--- config.mk ---
export PLATFORM = sky130hd
export DESIGN_NAME = xdfr_top
export DESIGN_NICKNAME = d
export VERILOG_FILES = /design/src/xdfr_pkg.sv /design/src/xdfr_sync.sv /design/src/xdfr_timer.sv /design/src/xdfr_top.sv
export SDC_FILE = /design/constraint.sdc
export NUM_CORES = 1
export LEC_CHECK = 0
export ABC_AREA = 1
export BUFFER_PORTS_ARGS = -buffer_cell sky130_fd_sc_hd__buf_4
export CAP_MARGIN = 20
export CORE_ASPECT_RATIO = 1.2
export CORE_MARGIN = 1
export CORE_UTILIZATION = 53
export CTS_CLUSTER_SIZE = 12
export DETAILED_ROUTE_END_ITERATION = 12
export HOLD_SLACK_MARGIN = 0.12
export MAX_ROUTING_LAYER = met4
export PLACE_DENSITY = 0.73
export SYNTH_ARGS = -nofsm -noshare
export SYNTH_HDL_FRONTEND = slang
export SYNTH_SLANG_ARGS = --single-unit
--- constraint.sdc ---
create_clock -name core_clk -period 1.8 [get_ports core_clk]
set_input_delay 0.18 -clock core_clk [delete_from_list [all_inputs] [get_ports core_clk]]
set_output_delay 0.18 -clock core_clk [all_outputs]
set_load 0.01 [all_outputs]
--- src/xdfr_pkg.sv ---
/*
 * Shared constants, states and carrier types of the X-capacitor discharge
 * and fault-latch fast-reset sequencer.
 * Assumes a 200 MHz core clock; an analog front end turns the current
 * codes and figures into real currents.
 */
package xdfr_pkg;

    localparam int unsigned XDFR_CLK_HZ     = 200_000_000;
    localparam int unsigned XDFR_CYC_PER_US = XDFR_CLK_HZ / 1_000_000;
    localparam int          XDFR_CNT_W      = 28;
    localparam int          XDFR_UA_W       = 12;

    // Times in microseconds.
    localparam int unsigned XDFR_LEVEL_US     = 12_000;
    localparam int unsigned XDFR_DWELL_US     = 48_000;
    localparam int unsigned XDFR_DETECT_US    = 84_000;
    localparam int unsigned XDFR_DISCHARGE_US = 300_000;
    localparam int unsigned XDFR_BLANK_US     = 700_000;
    localparam int unsigned XDFR_WAIT_US      = 700_000;

    // Derived cycle counts; every figure divides exactly at 200 MHz.
    localparam logic [XDFR_CNT_W-1:0] XDFR_LEVEL_CYC =
        XDFR_CNT_W'(XDFR_LEVEL_US * XDFR_CYC_PER_US);
    localparam logic [XDFR_CNT_W-1:0] XDFR_DWELL_CYC =
        XDFR_CNT_W'(XDFR_DWELL_US * XDFR_CYC_PER_US);
    localparam logic [XDFR_CNT_W-1:0] XDFR_DISCHARGE_CYC =
        XDFR_CNT_W'(XDFR_DISCHARGE_US * XDFR_CYC_PER_US);
    localparam logic [XDFR_CNT_W-1:0] XDFR_BLANK_CYC =
        XDFR_CNT_W'(XDFR_BLANK_US * XDFR_CYC_PER_US);
    localparam logic [XDFR_CNT_W-1:0] XDFR_WAIT_CYC =
        XDFR_CNT_W'(XDFR_WAIT_US * XDFR_CYC_PER_US);

    // Analog thresholds and currents (millivolts, microamps).
    localparam int unsigned XDFR_CROSS_MV     = 6_500;
    localparam int unsigned XDFR_SHORT_MV     = 4_000;
    localparam int unsigned XDFR_LOGIC_RST_MV = 4_300;
    localparam logic [XDFR_UA_W-1:0] XDFR_DISCH_UA  = 12'h7d0;
    localparam logic [XDFR_UA_W-1:0] XDFR_LEVEL2_UA = 12'h307;
    localparam logic [XDFR_UA_W-1:0] XDFR_PROBE_UA  = 12'h050;

    localparam logic [1:0] XDFR_LEVEL_LAST = 2'h3;

    typedef enum logic [2:0] {
        XDFR_ST_IDLE,
        XDFR_ST_PROBE,
        XDFR_ST_OFF,
        XDFR_ST_DETECT,
        XDFR_ST_DISCHARGE,
        XDFR_ST_BLANK,
        XDFR_ST_WAIT
    } xdfr_state_t;

    // Asynchronous inputs from the pins and the supply monitor.
    typedef struct packed {
        logic line_cmp_a;   // Sense pin A above the zero-cross level.
        logic line_cmp_b;   // Sense pin B above the zero-cross level.
        logic short_low;    // Sense pins below the short-detect level.
        logic supply_on;    // Supply has reached its turn-on level.
        logic run;          // Run signal from the controller.
    } xdfr_pins_t;

    // Commands to the analog current sources on the sense pins.
    typedef struct packed {
        logic       probe_en;       // Source probe current out of pins.
        logic       test_en;        // Sink staircase test current.
        logic [1:0] test_level;     // Staircase step, 0 is lowest.
        logic       discharge_en;   // Sink discharge current.
    } xdfr_drive_t;

endpackage

--- src/xdfr_sync.sv ---
/*
 * Two-flop synchroniser for a bundle of unrelated level inputs.
 * Assumes each bit is a slow level; bits are not coherent with each other.
 */
`timescale 1ns/100ps
module xdfr_sync
    import xdfr_pkg::*;
#(
    parameter int W = 1
)
(
    input  wire logic         core_clk,   // Core clock.
    input  wire logic         rst,        // Asynchronous reset, high.
    input  wire logic [W-1:0] async_in,   // Inputs from another domain.
    output logic      [W-1:0] sync_out    // Synchronised levels.
);

    logic [W-1:0] meta_ff;
    logic [W-1:0] nxt_meta;
    logic [W-1:0] nxt_sync;

    always_comb
    begin
        nxt_meta = async_in;
        nxt_sync = meta_ff;
    end

    always_ff @(posedge core_clk or posedge rst)
    begin
        if (rst)
        begin
            meta_ff  <= '0;
            sync_out <= '0;
        end
        else
        begin
            meta_ff  <= nxt_meta;
            sync_out <= nxt_sync;
        end
    end

endmodule

--- src/xdfr_timer.sv ---
/*
 * Reloadable down-counter that raises a one-cycle pulse when it runs out.
 * Assumes the caller reloads it on every phase entry; a start beats expiry.
 */
`timescale 1ns/100ps
module xdfr_timer
    import xdfr_pkg::*;
#(
    parameter int W = XDFR_CNT_W
)
(
    input  wire logic         core_clk,    // Core clock.
    input  wire logic         rst,         // Asynchronous reset, high.
    input  wire logic         start,       // Load and arm, one cycle.
    input  wire logic [W-1:0] start_val,   // Cycles until expiry.
    output logic              expired_ff   // Pulse when count runs out.
);

    logic [W-1:0] cnt_ff;
    logic [W-1:0] nxt_cnt;
    logic         nxt_expired;

    always_comb
    begin
        nxt_cnt     = cnt_ff;
        nxt_expired = 1'b0;
        if (start)
        begin
            nxt_cnt = start_val;
        end
        else if (cnt_ff != '0)
        begin
            nxt_cnt     = cnt_ff - W'(1);
            nxt_expired = (cnt_ff == W'(1));
        end
    end

    always_ff @(posedge core_clk or posedge rst)
    begin
        if (rst)
        begin
            cnt_ff     <= '0;
            expired_ff <= 1'b0;
        end
        else
        begin
            cnt_ff     <= nxt_cnt;
            expired_ff <= nxt_expired;
        end
    end

endmodule

--- src/xdfr_top.sv ---
/*
 * Sequencer for active X-capacitor discharge and fault-latch fast reset.
 * It checks the pins for a short, steps a test current, discharges on line
 * loss and clears the fault latch when the line returns.
 * Assumes rst is the supply logic-reset monitor, pins_in comes straight
 * from analog comparators, and fault_set/single_wire are on core_clk.
 */
`timescale 1ns/100ps
module xdfr_top
    import xdfr_pkg::*;
#(
    parameter logic [XDFR_CNT_W-1:0] LEVEL_CYC     = XDFR_LEVEL_CYC,
    parameter logic [XDFR_CNT_W-1:0] DWELL_CYC     = XDFR_DWELL_CYC,
    parameter logic [XDFR_CNT_W-1:0] DISCHARGE_CYC = XDFR_DISCHARGE_CYC,
    parameter logic [XDFR_CNT_W-1:0] BLANK_CYC     = XDFR_BLANK_CYC,
    parameter logic [XDFR_CNT_W-1:0] WAIT_CYC      = XDFR_WAIT_CYC,
    parameter logic [XDFR_UA_W-1:0]  LEVEL1_UA     = 12'h0fa,
    parameter logic [XDFR_UA_W-1:0]  LEVEL3_UA     = 12'h4e2,
    parameter logic [XDFR_UA_W-1:0]  LEVEL4_UA     = 12'h7d0
)
(
    input  wire logic                 core_clk,          // Core clock.
    input  wire logic                 rst,               // Supply reset, high.
    input  xdfr_pins_t                pins_in,           // Async pin levels.
    input  wire logic                 fault_set,         // Protection trip.
    input  wire logic                 single_wire,       // One-conductor sense.
    output xdfr_drive_t               drive_ff,          // Pin current control.
    output logic      [XDFR_UA_W-1:0] current_ua_ff,     // Current magnitude.
    output logic                      line_loss_latch_ff, // Line removed.
    output logic                      fault_latch_ff,    // Protection latched.
    output logic                      switching_en_ff,   // Converter may run.
    output logic                      restart_cycle_ff,  // Cycle the supply.
    output logic                      functions_off_ff,  // Pins found shorted.
    output logic                      zero_cross_ff      // Crossing seen.
);

    xdfr_pins_t pins_s;
    logic        lz_prev_ff;
    logic        run_prev_ff;
    xdfr_state_t state_ff;
    logic [1:0]  level_ff;
    logic        half_ff;
    logic        tmr_expired;

    xdfr_state_t           nxt_state;
    logic [1:0]            nxt_level;
    logic                  nxt_half;
    logic                  nxt_lz_prev;
    logic                  nxt_run_prev;
    logic                  tmr_start;
    logic [XDFR_CNT_W-1:0] tmr_val;
    xdfr_drive_t           nxt_drive;
    logic [XDFR_UA_W-1:0]  nxt_current;
    logic                  nxt_line_loss;
    logic                  nxt_fault;
    logic                  nxt_switching;
    logic                  nxt_restart;
    logic                  nxt_off;
    logic                  nxt_zc;

    logic line_level;
    logic zc;
    logic run_rise;
    logic sensing;

    // Comparator and supply levels cross from the analog world here.
    xdfr_sync #(
        .W        ($bits(xdfr_pins_t))
    ) u_sync (
        .core_clk (core_clk),
        .rst      (rst),
        .async_in (pins_in),
        .sync_out (pins_s)
    );

    xdfr_timer #(
        .W          (XDFR_CNT_W)
    ) u_timer (
        .core_clk   (core_clk),
        .rst        (rst),
        .start      (tmr_start),
        .start_val  (tmr_val),
        .expired_ff (tmr_expired)
    );

    // Staircase step to test-current magnitude.
    function automatic logic [XDFR_UA_W-1:0] level_ua(input logic [1:0] lvl);
        logic [XDFR_UA_W-1:0] ua;
        unique case (lvl)
            2'h0: ua = LEVEL1_UA;
            2'h1: ua = XDFR_LEVEL2_UA;
            2'h2: ua = LEVEL3_UA;
            2'h3: ua = LEVEL4_UA;
        endcase
        return ua;
    endfunction

    // Timer reload for a staircase step: the top step dwells longer.
    function automatic logic [XDFR_CNT_W-1:0] level_cyc(input logic [1:0] lvl);
        return (lvl == XDFR_LEVEL_LAST) ? DWELL_CYC : LEVEL_CYC;
    endfunction

    // Either pin may carry the crossing, so one open pin is tolerated.
    assign line_level = pins_s.line_cmp_a | pins_s.line_cmp_b;
    // Crossings only mean something while a sink current is applied.
    assign sensing    = (state_ff == XDFR_ST_DETECT) ||
                        (state_ff == XDFR_ST_DISCHARGE);
    assign zc         = sensing && line_level && !lz_prev_ff;
    assign run_rise   = pins_s.run && !run_prev_ff;

    always_comb
    begin
        nxt_state    = state_ff;
        nxt_level    = level_ff;
        nxt_half     = half_ff;
        nxt_lz_prev  = line_level;
        nxt_run_prev = pins_s.run;
        tmr_start    = 1'b0;
        tmr_val      = LEVEL_CYC;
        nxt_off      = functions_off_ff;
        nxt_line_loss = line_loss_latch_ff;

        // Not gated by the fault latch, so the line is watched in hiccups.
        unique case (state_ff)
            XDFR_ST_IDLE:
            begin
                if (pins_s.supply_on)
                begin
                    nxt_state = XDFR_ST_PROBE;
                end
            end
            XDFR_ST_PROBE:
            begin
                if (run_rise)
                begin
                    if (pins_s.short_low)
                    begin
                        nxt_state = XDFR_ST_OFF;
                        nxt_off   = 1'b1;
                    end
                    else
                    begin
                        nxt_state = XDFR_ST_DETECT;
                        nxt_level = 2'h0;
                        nxt_half  = 1'b0;
                        tmr_start = 1'b1;
                        tmr_val   = level_cyc(2'h0);
                    end
                end
            end
            XDFR_ST_OFF:
            begin
                // Left only through the supply logic reset.
                nxt_state = XDFR_ST_OFF;
            end
            XDFR_ST_DETECT:
            begin
                if (zc)
                begin
                    nxt_state = XDFR_ST_WAIT;
                    tmr_start = 1'b1;
                    tmr_val   = WAIT_CYC;
                end
                else if (tmr_expired)
                begin
                    if (level_ff == XDFR_LEVEL_LAST)
                    begin
                        // Line removal confirmed after the whole window.
                        nxt_state     = XDFR_ST_DISCHARGE;
                        nxt_line_loss = 1'b1;
                        tmr_start     = 1'b1;
                        tmr_val       = DISCHARGE_CYC;
                    end
                    else if (single_wire && !half_ff)
                    begin
                        // Slow line signal: allow a second period.
                        nxt_half  = 1'b1;
                        tmr_start = 1'b1;
                        tmr_val   = LEVEL_CYC;
                    end
                    else
                    begin
                        nxt_level = level_ff + 2'h1;
                        nxt_half  = 1'b0;
                        tmr_start = 1'b1;
                        tmr_val   = level_cyc(level_ff + 2'h1);
                    end
                end
            end
            XDFR_ST_DISCHARGE:
            begin
                if (zc)
                begin
                    // Line is back, so discharging would only waste power.
                    nxt_state     = XDFR_ST_WAIT;
                    tmr_start     = 1'b1;
                    tmr_val       = WAIT_CYC;
                end
                else if (tmr_expired)
                begin
                    nxt_state = XDFR_ST_BLANK;
                    tmr_start = 1'b1;
                    tmr_val   = BLANK_CYC;
                end
            end
            XDFR_ST_BLANK,
            XDFR_ST_WAIT:
            begin
                if (tmr_expired)
                begin
                    nxt_state = XDFR_ST_DETECT;
                    nxt_level = 2'h0;
                    nxt_half  = 1'b0;
                    tmr_start = 1'b1;
                    tmr_val   = level_cyc(2'h0);
                end
            end
        endcase

        // A crossing in any sensing phase after line loss means recovery.
        if (zc && line_loss_latch_ff)
        begin
            nxt_line_loss = 1'b0;
        end
    end

    // Outputs follow the next state so they line up with state_ff.
    always_comb
    begin
        nxt_drive    = '0;
        nxt_current  = '0;
        nxt_zc       = zc;
        nxt_fault    = fault_latch_ff;
        unique case (nxt_state)
            XDFR_ST_PROBE:
            begin
                nxt_drive.probe_en = 1'b1;
                nxt_current        = XDFR_PROBE_UA;
            end
            XDFR_ST_DETECT:
            begin
                nxt_drive.test_en    = 1'b1;
                nxt_drive.test_level = nxt_level;
                nxt_current          = level_ua(nxt_level);
            end
            XDFR_ST_DISCHARGE:
            begin
                // Never sink the large current unless loss is latched.
                nxt_drive.discharge_en = nxt_line_loss;
                nxt_current = nxt_line_loss ? XDFR_DISCH_UA : '0;
            end
            default:
            begin
            end
        endcase

        // Fast reset: skips waiting for the supply to collapse. In the
        // disabled state no crossing is ever seen, so only rst clears it.
        if (zc && line_loss_latch_ff)
        begin
            nxt_fault = 1'b0;
        end
        // A trip in the same cycle as a fast reset still latches.
        if (fault_set)
        begin
            nxt_fault = 1'b1;
        end
        nxt_switching = !nxt_fault;
        nxt_restart   = nxt_fault;
    end

    always_ff @(posedge core_clk or posedge rst)
    begin
        if (rst)
        begin
            state_ff           <= XDFR_ST_IDLE;
            level_ff           <= 2'h0;
            half_ff            <= 1'b0;
            lz_prev_ff         <= 1'b0;
            run_prev_ff        <= 1'b0;
            functions_off_ff   <= 1'b0;
            line_loss_latch_ff <= 1'b0;
        end
        else
        begin
            state_ff           <= nxt_state;
            level_ff           <= nxt_level;
            half_ff            <= nxt_half;
            lz_prev_ff         <= nxt_lz_prev;
            run_prev_ff        <= nxt_run_prev;
            functions_off_ff   <= nxt_off;
            line_loss_latch_ff <= nxt_line_loss;
        end
    end

    always_ff @(posedge core_clk or posedge rst)
    begin
        if (rst)
        begin
            drive_ff         <= '0;
            current_ua_ff    <= '0;
            fault_latch_ff   <= 1'b0;
            switching_en_ff  <= 1'b1;
            restart_cycle_ff <= 1'b0;
            zero_cross_ff    <= 1'b0;
        end
        else
        begin
            drive_ff         <= nxt_drive;
            current_ua_ff    <= nxt_current;
            fault_latch_ff   <= nxt_fault;
            switching_en_ff  <= nxt_switching;
            restart_cycle_ff <= nxt_restart;
            zero_cross_ff    <= nxt_zc;
        end
    end

endmodule

==> results of run 1 <==
-- registers in the layout (all words and copies together), names as in the netlist --
signal / cells
switching_en_ff: 1
level_ff: 2
drive_ff: 5
u_timer.cnt_ff: 28
functions_off_ff: 1
u_sync.sync_out: 5
half_ff: 1
restart_cycle_ff: 1
run_prev_ff: 1
u_sync.meta_ff: 5
current_ua_ff: 9
zero_cross_ff: 1
state_ff: 3
u_timer.expired_ff: 1
line_loss_latch_ff: 1
lz_prev_ff: 1
-- power by group through the flow --
stage	registers, mW	logic [mW]	clock network [mW]
final	2.34	3.35	1.25
after global routing	2.39	3.70	1.34
after CTS	2.27	2.93	1.27
after detailed placement	2.30	2.90	0
after global placement	2.28	2.85	0
after floorplan	2.30	1.75	0
-- per-layer routing --
metal / track usage [%] / share of wire (%) / vias to the layer above
met5: - / 0 / -
li1: - / - / 1559
met3: 5.25 / 2.9 / 20
met4: 9.26 / 2.4 / 0
met2: 48.3 / 55 / 65
met1: 32.2 / 40 / 1553
-- cells in the mapped netlist --
| library cell | n | area [um2] |
|---|---|---|
| nand2_1 | 91 | 342 |
| inv_1 | 70 | 263 |
| dfrtp_1 | 65 | 1630 |
| nor2_1 | 51 | 191 |
| nand3_1 | 38 | 190 |
| a21oi_1 | 18 | 90.1 |
| o21ai_0 | 13 | 65.1 |
| nand4_1 | 11 | 68.8 |
| nor3_1 | 10 | 50.1 |
| nor2_2 | 8 | 50.1 |
| xor2_1 | 8 | 70.1 |
| xnor2_1 | 5 | 43.8 |
| buf_4 | 4 | 30.0 |
| ha_1 | 4 | 50.1 |
| o21ai_1 | 4 | 20.0 |
| a31oi_1 | 3 | 18.8 |
| buf_6 | 3 | 33.8 |
| nor2_4 | 3 | 33.8 |
| o21bai_1 | 3 | 22.5 |
| or2_2 | 3 | 18.8 |
| a21boi_0 | 2 | 15.0 |
| nand2_2 | 2 | 12.5 |
| nand2_4 | 2 | 22.5 |
| nand3_2 | 2 | 20.0 |
| a21o_1 | 1 | 7.51 |
| conb_1 | 1 | 3.75 |
| dfstp_2 | 1 | 26.3 |
| inv_2 | 1 | 3.75 |
| inv_6 | 1 | 8.76 |
| nor2b_2 | 1 | 8.76 |
| nor3_2 | 1 | 10.0 |
| nor3b_1 | 1 | 7.51 |
| o211ai_1 | 1 | 7.51 |
| o21ai_2 | 1 | 8.76 |
| or2_0 | 1 | 6.26 |
-- final cells by class --
type / count / area [um2]
well taps: 82 / 103
flip-flops and latches: 66 / 1660
clock buffers: 10 / 138
fillers: 439 / 1580
multi-input cells: 289 / 1610
clock inverters: 6 / 66.3
repair buffers: 90 / 726
inverters: 72 / 284
-- cell families (layout without fill, tap and decap cells) --
family / count (synthesis) / in the layout / synth area share, %
AO/OA/AOI/OAI: 46 / 46 / 7.40
adder cells (fa/ha/maj): 4 / 4 / 1.45
AND/OR/NAND/NOR: 225 / 225 / 29.9
XOR/XNOR: 13 / 13 / 3.30
other: 1 / 1 / 0.109
flip-flops: 66 / 66 / 47.9
buffers and inverters: 79 / 178 / 9.84
-- through the flow --
stage          setup TNS, ps  hold slack (ps)  setup WS, ps  instances  utilization (%)
6_report                   0              355          47.0        615             74.3
5_1_grt                 -577              360         -69.8        615             74.3
4_1_cts                    0              357         0.594        604             70.2
3_5_place_dp           -93.2              281         -37.9        581             65.8
3_3_place_gp               0              277          10.7        581             65.8
2_1_floorplan              0              211          59.7        434                -
-- worst reg2reg max path: cells and delay by family (launching register included) --
kind | cells | cell delay (ps)
and+or+nand+nor | 8 | 1050
DFF | 1 | 480
buffers and inverters | 1 | 150
-- worst max path at each step --
stage | slack [ps] | from | to
after floorplan | 60 | u_timer.cnt_ff[0]$_DFFE_PP0P_ | u_timer.cnt_ff[15]$_DFFE_PP0P_
after global placement | 10 | u_timer.cnt_ff[18]$_DFFE_PP0P_ | u_timer.cnt_ff[24]$_DFFE_PP0P_
after detailed placement | -40 | u_timer.cnt_ff[1]$_DFFE_PP0P_ | u_timer.cnt_ff[24]$_DFFE_PP0P_
after CTS | 0.6 | u_timer.cnt_ff[1]$_DFFE_PP0P_ | u_timer.cnt_ff[24]$_DFFE_PP0P_
after global routing | -70 | u_timer.cnt_ff[1]$_DFFE_PP0P_ | u_timer.cnt_ff[14]$_DFFE_PP0P_
final | 50 | state_ff[0]$_DFF_PP0_ | current_ua_ff[4]$_DFF_PP0_
-- timing repair --
| item | CTS | global route |
|---|---|---|
| setup buffers | 0 | 11 |
| setup endpoints to repair | 6 | 39 |
| gates resized for setup | 2 | 55 |
| hold buffers | 7 | 0 |
| pin swaps | 0 | 15 |
| endpoints found under the hold margin | 31 | 0 |
==> flow_summary.ini, run 1 <==
[floorplanning]
die_h_um = 90.3
start_util_pct = 55.9
coreArea_mm2 = 0.00617
fp.dieW_um = 75.6
io_pins = 32
die_area_mm2 = 0.00683
rows = 31

[critical_path]
crit_chain = nand2_4 -> nand2_2 -> buf_4 -> nor2_1 -> nand2_1 -> nand4_1 -> nor2b_4 -> nand3_1 -> nand3_2
cp_slowest_cell = dfrtp_2
end_kind = register
crit_arrival_ps = 2030
path_delay_family = simple AND/OR/NAND/NOR gates
reg2reg_from = state_ff[0]$_DFF_PP0_
worst-setup-path-type = register to register
max_stage_delay_ps = 480
critPathBufInv = 1
cp_num_cells = 9
rr_worst_depth = 9
reg2reg_slack_ps = 50
r2r_end = current_ua_ff[4]$_DFF_PP0_
crit_path_start_kind = register
cp_max_fo = 8
crit_required_ps = 2080

[sta]
max_freq_ghz = 0.570
fin_crit_sh_pct = 97.4
max_slew.worst_pin.slew_ps = 598
period_minus_slack_ps = 1750
finalClockSkew_ps = 9.02
grt_setup_unrepaired = true
setup_violations = 0
final_max_slew_viol_count = 0
finalHoldViolations = 0
maxSlewHeadroom_pct = 60.1

[logic_synthesis]
yosysUniqueCellTypes = 35
synthesis.area_mm2 = 0.00345
syn_avg_cell_area_um2 = 7.94
ys_ff_latch = 66
yosysSeqAreaShare_pct = 47.9
synthesis.nets = 447
ys_warn_count = 0
synthCells = 434

[clock_tree]
htreeDepth = 3
worstSkewPairLatency_ps = 340
clock_path_buffers = 2
cts_tree = done
cts_made_buffers = 9
cts-root-buf = clkbuf_8
path_clk_slew_ps = 70
clock_sinks = 66

[layout]
layout_common_cells = nand2_1, buf_4, inv_1
antenna_cells = 0
finalNetCount = 541
layout-drive-gt1-share_pct = 31.3
syn_to_final_growth_pct = 33.0
stdcell_area_mm2 = 0.00458

[route]
drtAntennaViolNets = 0
drcViolationCount = 0
vias = 3197
wl_um = 8680
routedWlPerCell_um = 14.1
drtIter0Drc = 146
dr.pass1.iters = 4
viasPerCell = 5.20

[power_and_ir_drop]
p_sw_mw = 2.87
ir_drop_mv = 1.18
p_sw_share_pct = 41.4
power_density_mw_per_mm2 = 1510
seqPwrFrac_pct = 33.7
power_mw = 6.94
comb_power_share_pct = 48.3
power.leakage_nw = 2.38
power_frac_clock_pct = 18.0
internal_power_mw = 4.07

[global_route]
grt_usage_pct = 28.1
grt_max_degree = 33
grt_overflow = 0
antenna_found_initial = 0
grt_pass1_wl_um = 13800
grt_pass1_vias = 3066

[placement]
place_area_mm2 = 0.00406
portBuffers = 30
dp_hpwl_um = 6260
gp_congestion = 0.941

[outcome]
status = complete, no violations

[min_path]
min_from = u_sync.meta_ff[0]$_DFF_PP0_
min_to = u_sync.sync_out[0]$_DFF_PP0_
worstHoldPathType = register to register
min_delay_path_depth = 0

[flow_run]
cap_violations = 0
Note: power is estimated with default switching activity, not from simulation.
==> inputs of run 2 (changes only) <==
Clock period 1.8 ns to 1.55 ns, I/O delays scaled along.
==> run 2 against run 1 <==
Compared with the run above: the run now ends with negative setup slack left; combinational power rose by 86%; fmax fell by 21%; wire length rose by 82%; sequential cell count did not move; first-iteration DRC count rose to 3.6 times the previous value; highest routed layer unchanged; via count rose by 33%; sequential share of layout area fell by 6.4 points; design area rose by 22%.
==> flow_summary.ini, run 2 (same netlist as run 1, synthesis figures left out) <==
[min_path]
min_to = u_sync.sync_out[3]$_DFF_PP0_
min_delay_path_depth = 0
min_from = u_sync.meta_ff[3]$_DFF_PP0_
worstHoldPathType = register to register

[sta]
period_minus_slack_ps = 2220
setup_slack_ps = -669
finalHoldViolations = 0
max_freq_ghz = 0.451
finalClockSkew_ps = 17.4
worst_hold_slack_ps = 350
grt_setup_unrepaired = true
setup_violations = 50
fin_crit_sh_pct = 143
final_max_slew_viol_count = 0

[floorplanning]
start_util_pct = 55.9
io_pins = 32
fp.dieW_um = 75.6
rows = 31
die_h_um = 90.3
die_area_mm2 = 0.00683
coreArea_mm2 = 0.00617

[route]
drcViolationCount = 0
viasPerCell = 6.15
dr.pass1.iters = 6
wl_um = 15800
vias = 4265
drtIter0Drc = 532
routedWlPerCell_um = 22.8
drtAntennaViolNets = 0

[power_and_ir_drop]
ir_drop_mv = 1.82
seqPwrFrac_pct = 26.3
comb_power_share_pct = 58.0
p_sw_mw = 4.75
internal_power_mw = 5.99
power_mw = 10.7
p_sw_share_pct = 44.3
power_density_mw_per_mm2 = 1930
power.leakage_nw = 2.88
power_frac_clock_pct = 15.7

[global_route]
use_met3_pct = 7.03
grt_use_met2_pct = 61.2
grt_busiest_layer = met2
grt_pass1_vias = 3750
grt_max_degree = 67
grt_pass1_wl_um = 17300
grt_overflow = 0
grt_usage_pct = 35.4
met1_usage_pct = 36.1
antenna_found_initial = 0

[critical_path]
reg2reg_slack_ps = -670
reg2reg_from = state_ff[0]$_DFF_PP0_
end_kind = register
worst-setup-path-type = register to register
crit_path_start_kind = register
rr_worst_depth = 7
cp_max_fo = 8
crit_required_ps = 1810
crit_arrival_ps = 2480
r2r_end = current_ua_ff[1]$_DFF_PP0_

[clock_tree]
cts_made_buffers = 9
clock_path_buffers = 2
cts_tree = done
clock_sinks = 66
worstSkewPairLatency_ps = 370
cts-root-buf = clkbuf_8
htreeDepth = 3
path_clk_slew_ps = 90

[layout]
syn_to_final_growth_pct = 61.6
layout_common_cells = buf_4, nand2_1, dfrtp_1
layout-drive-gt1-share_pct = 49.5
stdcell_area_mm2 = 0.00557
reg.largest.list = u_timer.cnt_ff: 28 flops, current_ua_ff: 9 flops
regMostFlops = u_timer.cnt_ff
antenna_cells = 0
utilization_pct = 90.3
finalNetCount = 620
largest_register_ffs = 28
final_common_cell = buf_4

[outcome]
violations = negative setup slack
status = finished, violations left

[placement]
gp_congestion = 1.02
place_ws_ps = -195
portBuffers = 30
place_area_mm2 = 0.00448
dp_hpwl_um = 6490

[flow_run]
cap_violations = 0
-- run 2: cell types whose count changed in the layout (fill, tap and decap cells not counted), moves of 7 or more --
cell	change
buf_4	+69
inv_2	+10
nor2_4	+11
nand2_2	+11
nand2_1	-16
nand3_1	-9
nor2_1	-7
nand3_2	+8
inv_1	-9
-- run 2: timing repair --
action                                  CTS  global route
hold buffers                              7             0
endpoints found under the hold margin    72             0
gates cloned                              0             4
pin swaps                                28            28
resized for setup                        60            82
buffers inserted                         14            22
endpoints found under the setup margin   43            49
-- run 2: power by group through the flow --
stage | clock, mW | combinational (mW) | sequential, mW
floorplan | 0 | 2.08 | 2.67
global placement | 0 | 4.06 | 2.61
detailed placement | 0 | 4.18 | 2.64
CTS | 1.58 | 4.80 | 2.66
global route | 1.72 | 6.58 | 2.83
finish | 1.68 | 6.23 | 2.83
-- run 2: final cells by class --
| class | instances | area (um2) |
|---|---|---|
| multi-input cells | 290 | 1950 |
| flip-flops and latches | 66 | 1660 |
| clock buffers | 13 | 179 |
| fillers | 207 | 596 |
| repair buffers | 166 | 1340 |
| clock inverters | 3 | 45.0 |
| repair inverters | 2 | 17.5 |
| well taps | 82 | 103 |
| inverters | 72 | 287 |
-- run 2: metrics by stage --
| stage | TNS [ps] | std cells |
|---|---|---|
| 6_report | -15150 | 694 |
| 5_1_grt | -17970 | 694 |
| 4_1_cts | -1990 | 670 |
| 3_5_place_dp | -4380 | 633 |
| 3_3_place_gp | -3220 | 633 |
| 2_1_floorplan | -426 | 434 |
-- run 2: worst max-delay path: stages, from the launching register on --
cell	delay, ps
dfrtp_2	500
o21ai_0	380
nand3_1	230
nand4_1	330
buf_4	180
o21ai_2	70
buf_4	140
o21ai_1	280
-- run 2: metal layers --
layer	part of all wire [%]	vias to the layer above	routed length, um
li1	-	1710	-
met1	32	1919	5100
met2	47	456	7400
met3	11	180	1710
met4	10	0	1620
met5	0	-	0
-- run 2: worst max-delay path by stage --
stage	startpoint	endpoint	slack (ps)
after floorplan	u_timer.cnt_ff[0]$_DFFE_PP0P_	u_timer.cnt_ff[15]$_DFFE_PP0P_	-40
after global placement	state_ff[0]$_DFF_PP0_	u_timer.cnt_ff[14]$_DFFE_PP0P_	-170
after detailed placement	state_ff[0]$_DFF_PP0_	u_timer.cnt_ff[14]$_DFFE_PP0P_	-190
after CTS	state_ff[0]$_DFF_PP0_	current_ua_ff[4]$_DFF_PP0_	-100
after global routing	u_timer.cnt_ff[10]$_DFFE_PP0P_	u_timer.cnt_ff[20]$_DFFE_PP0P_	-620
final	state_ff[0]$_DFF_PP0_	current_ua_ff[1]$_DFF_PP0_	-670
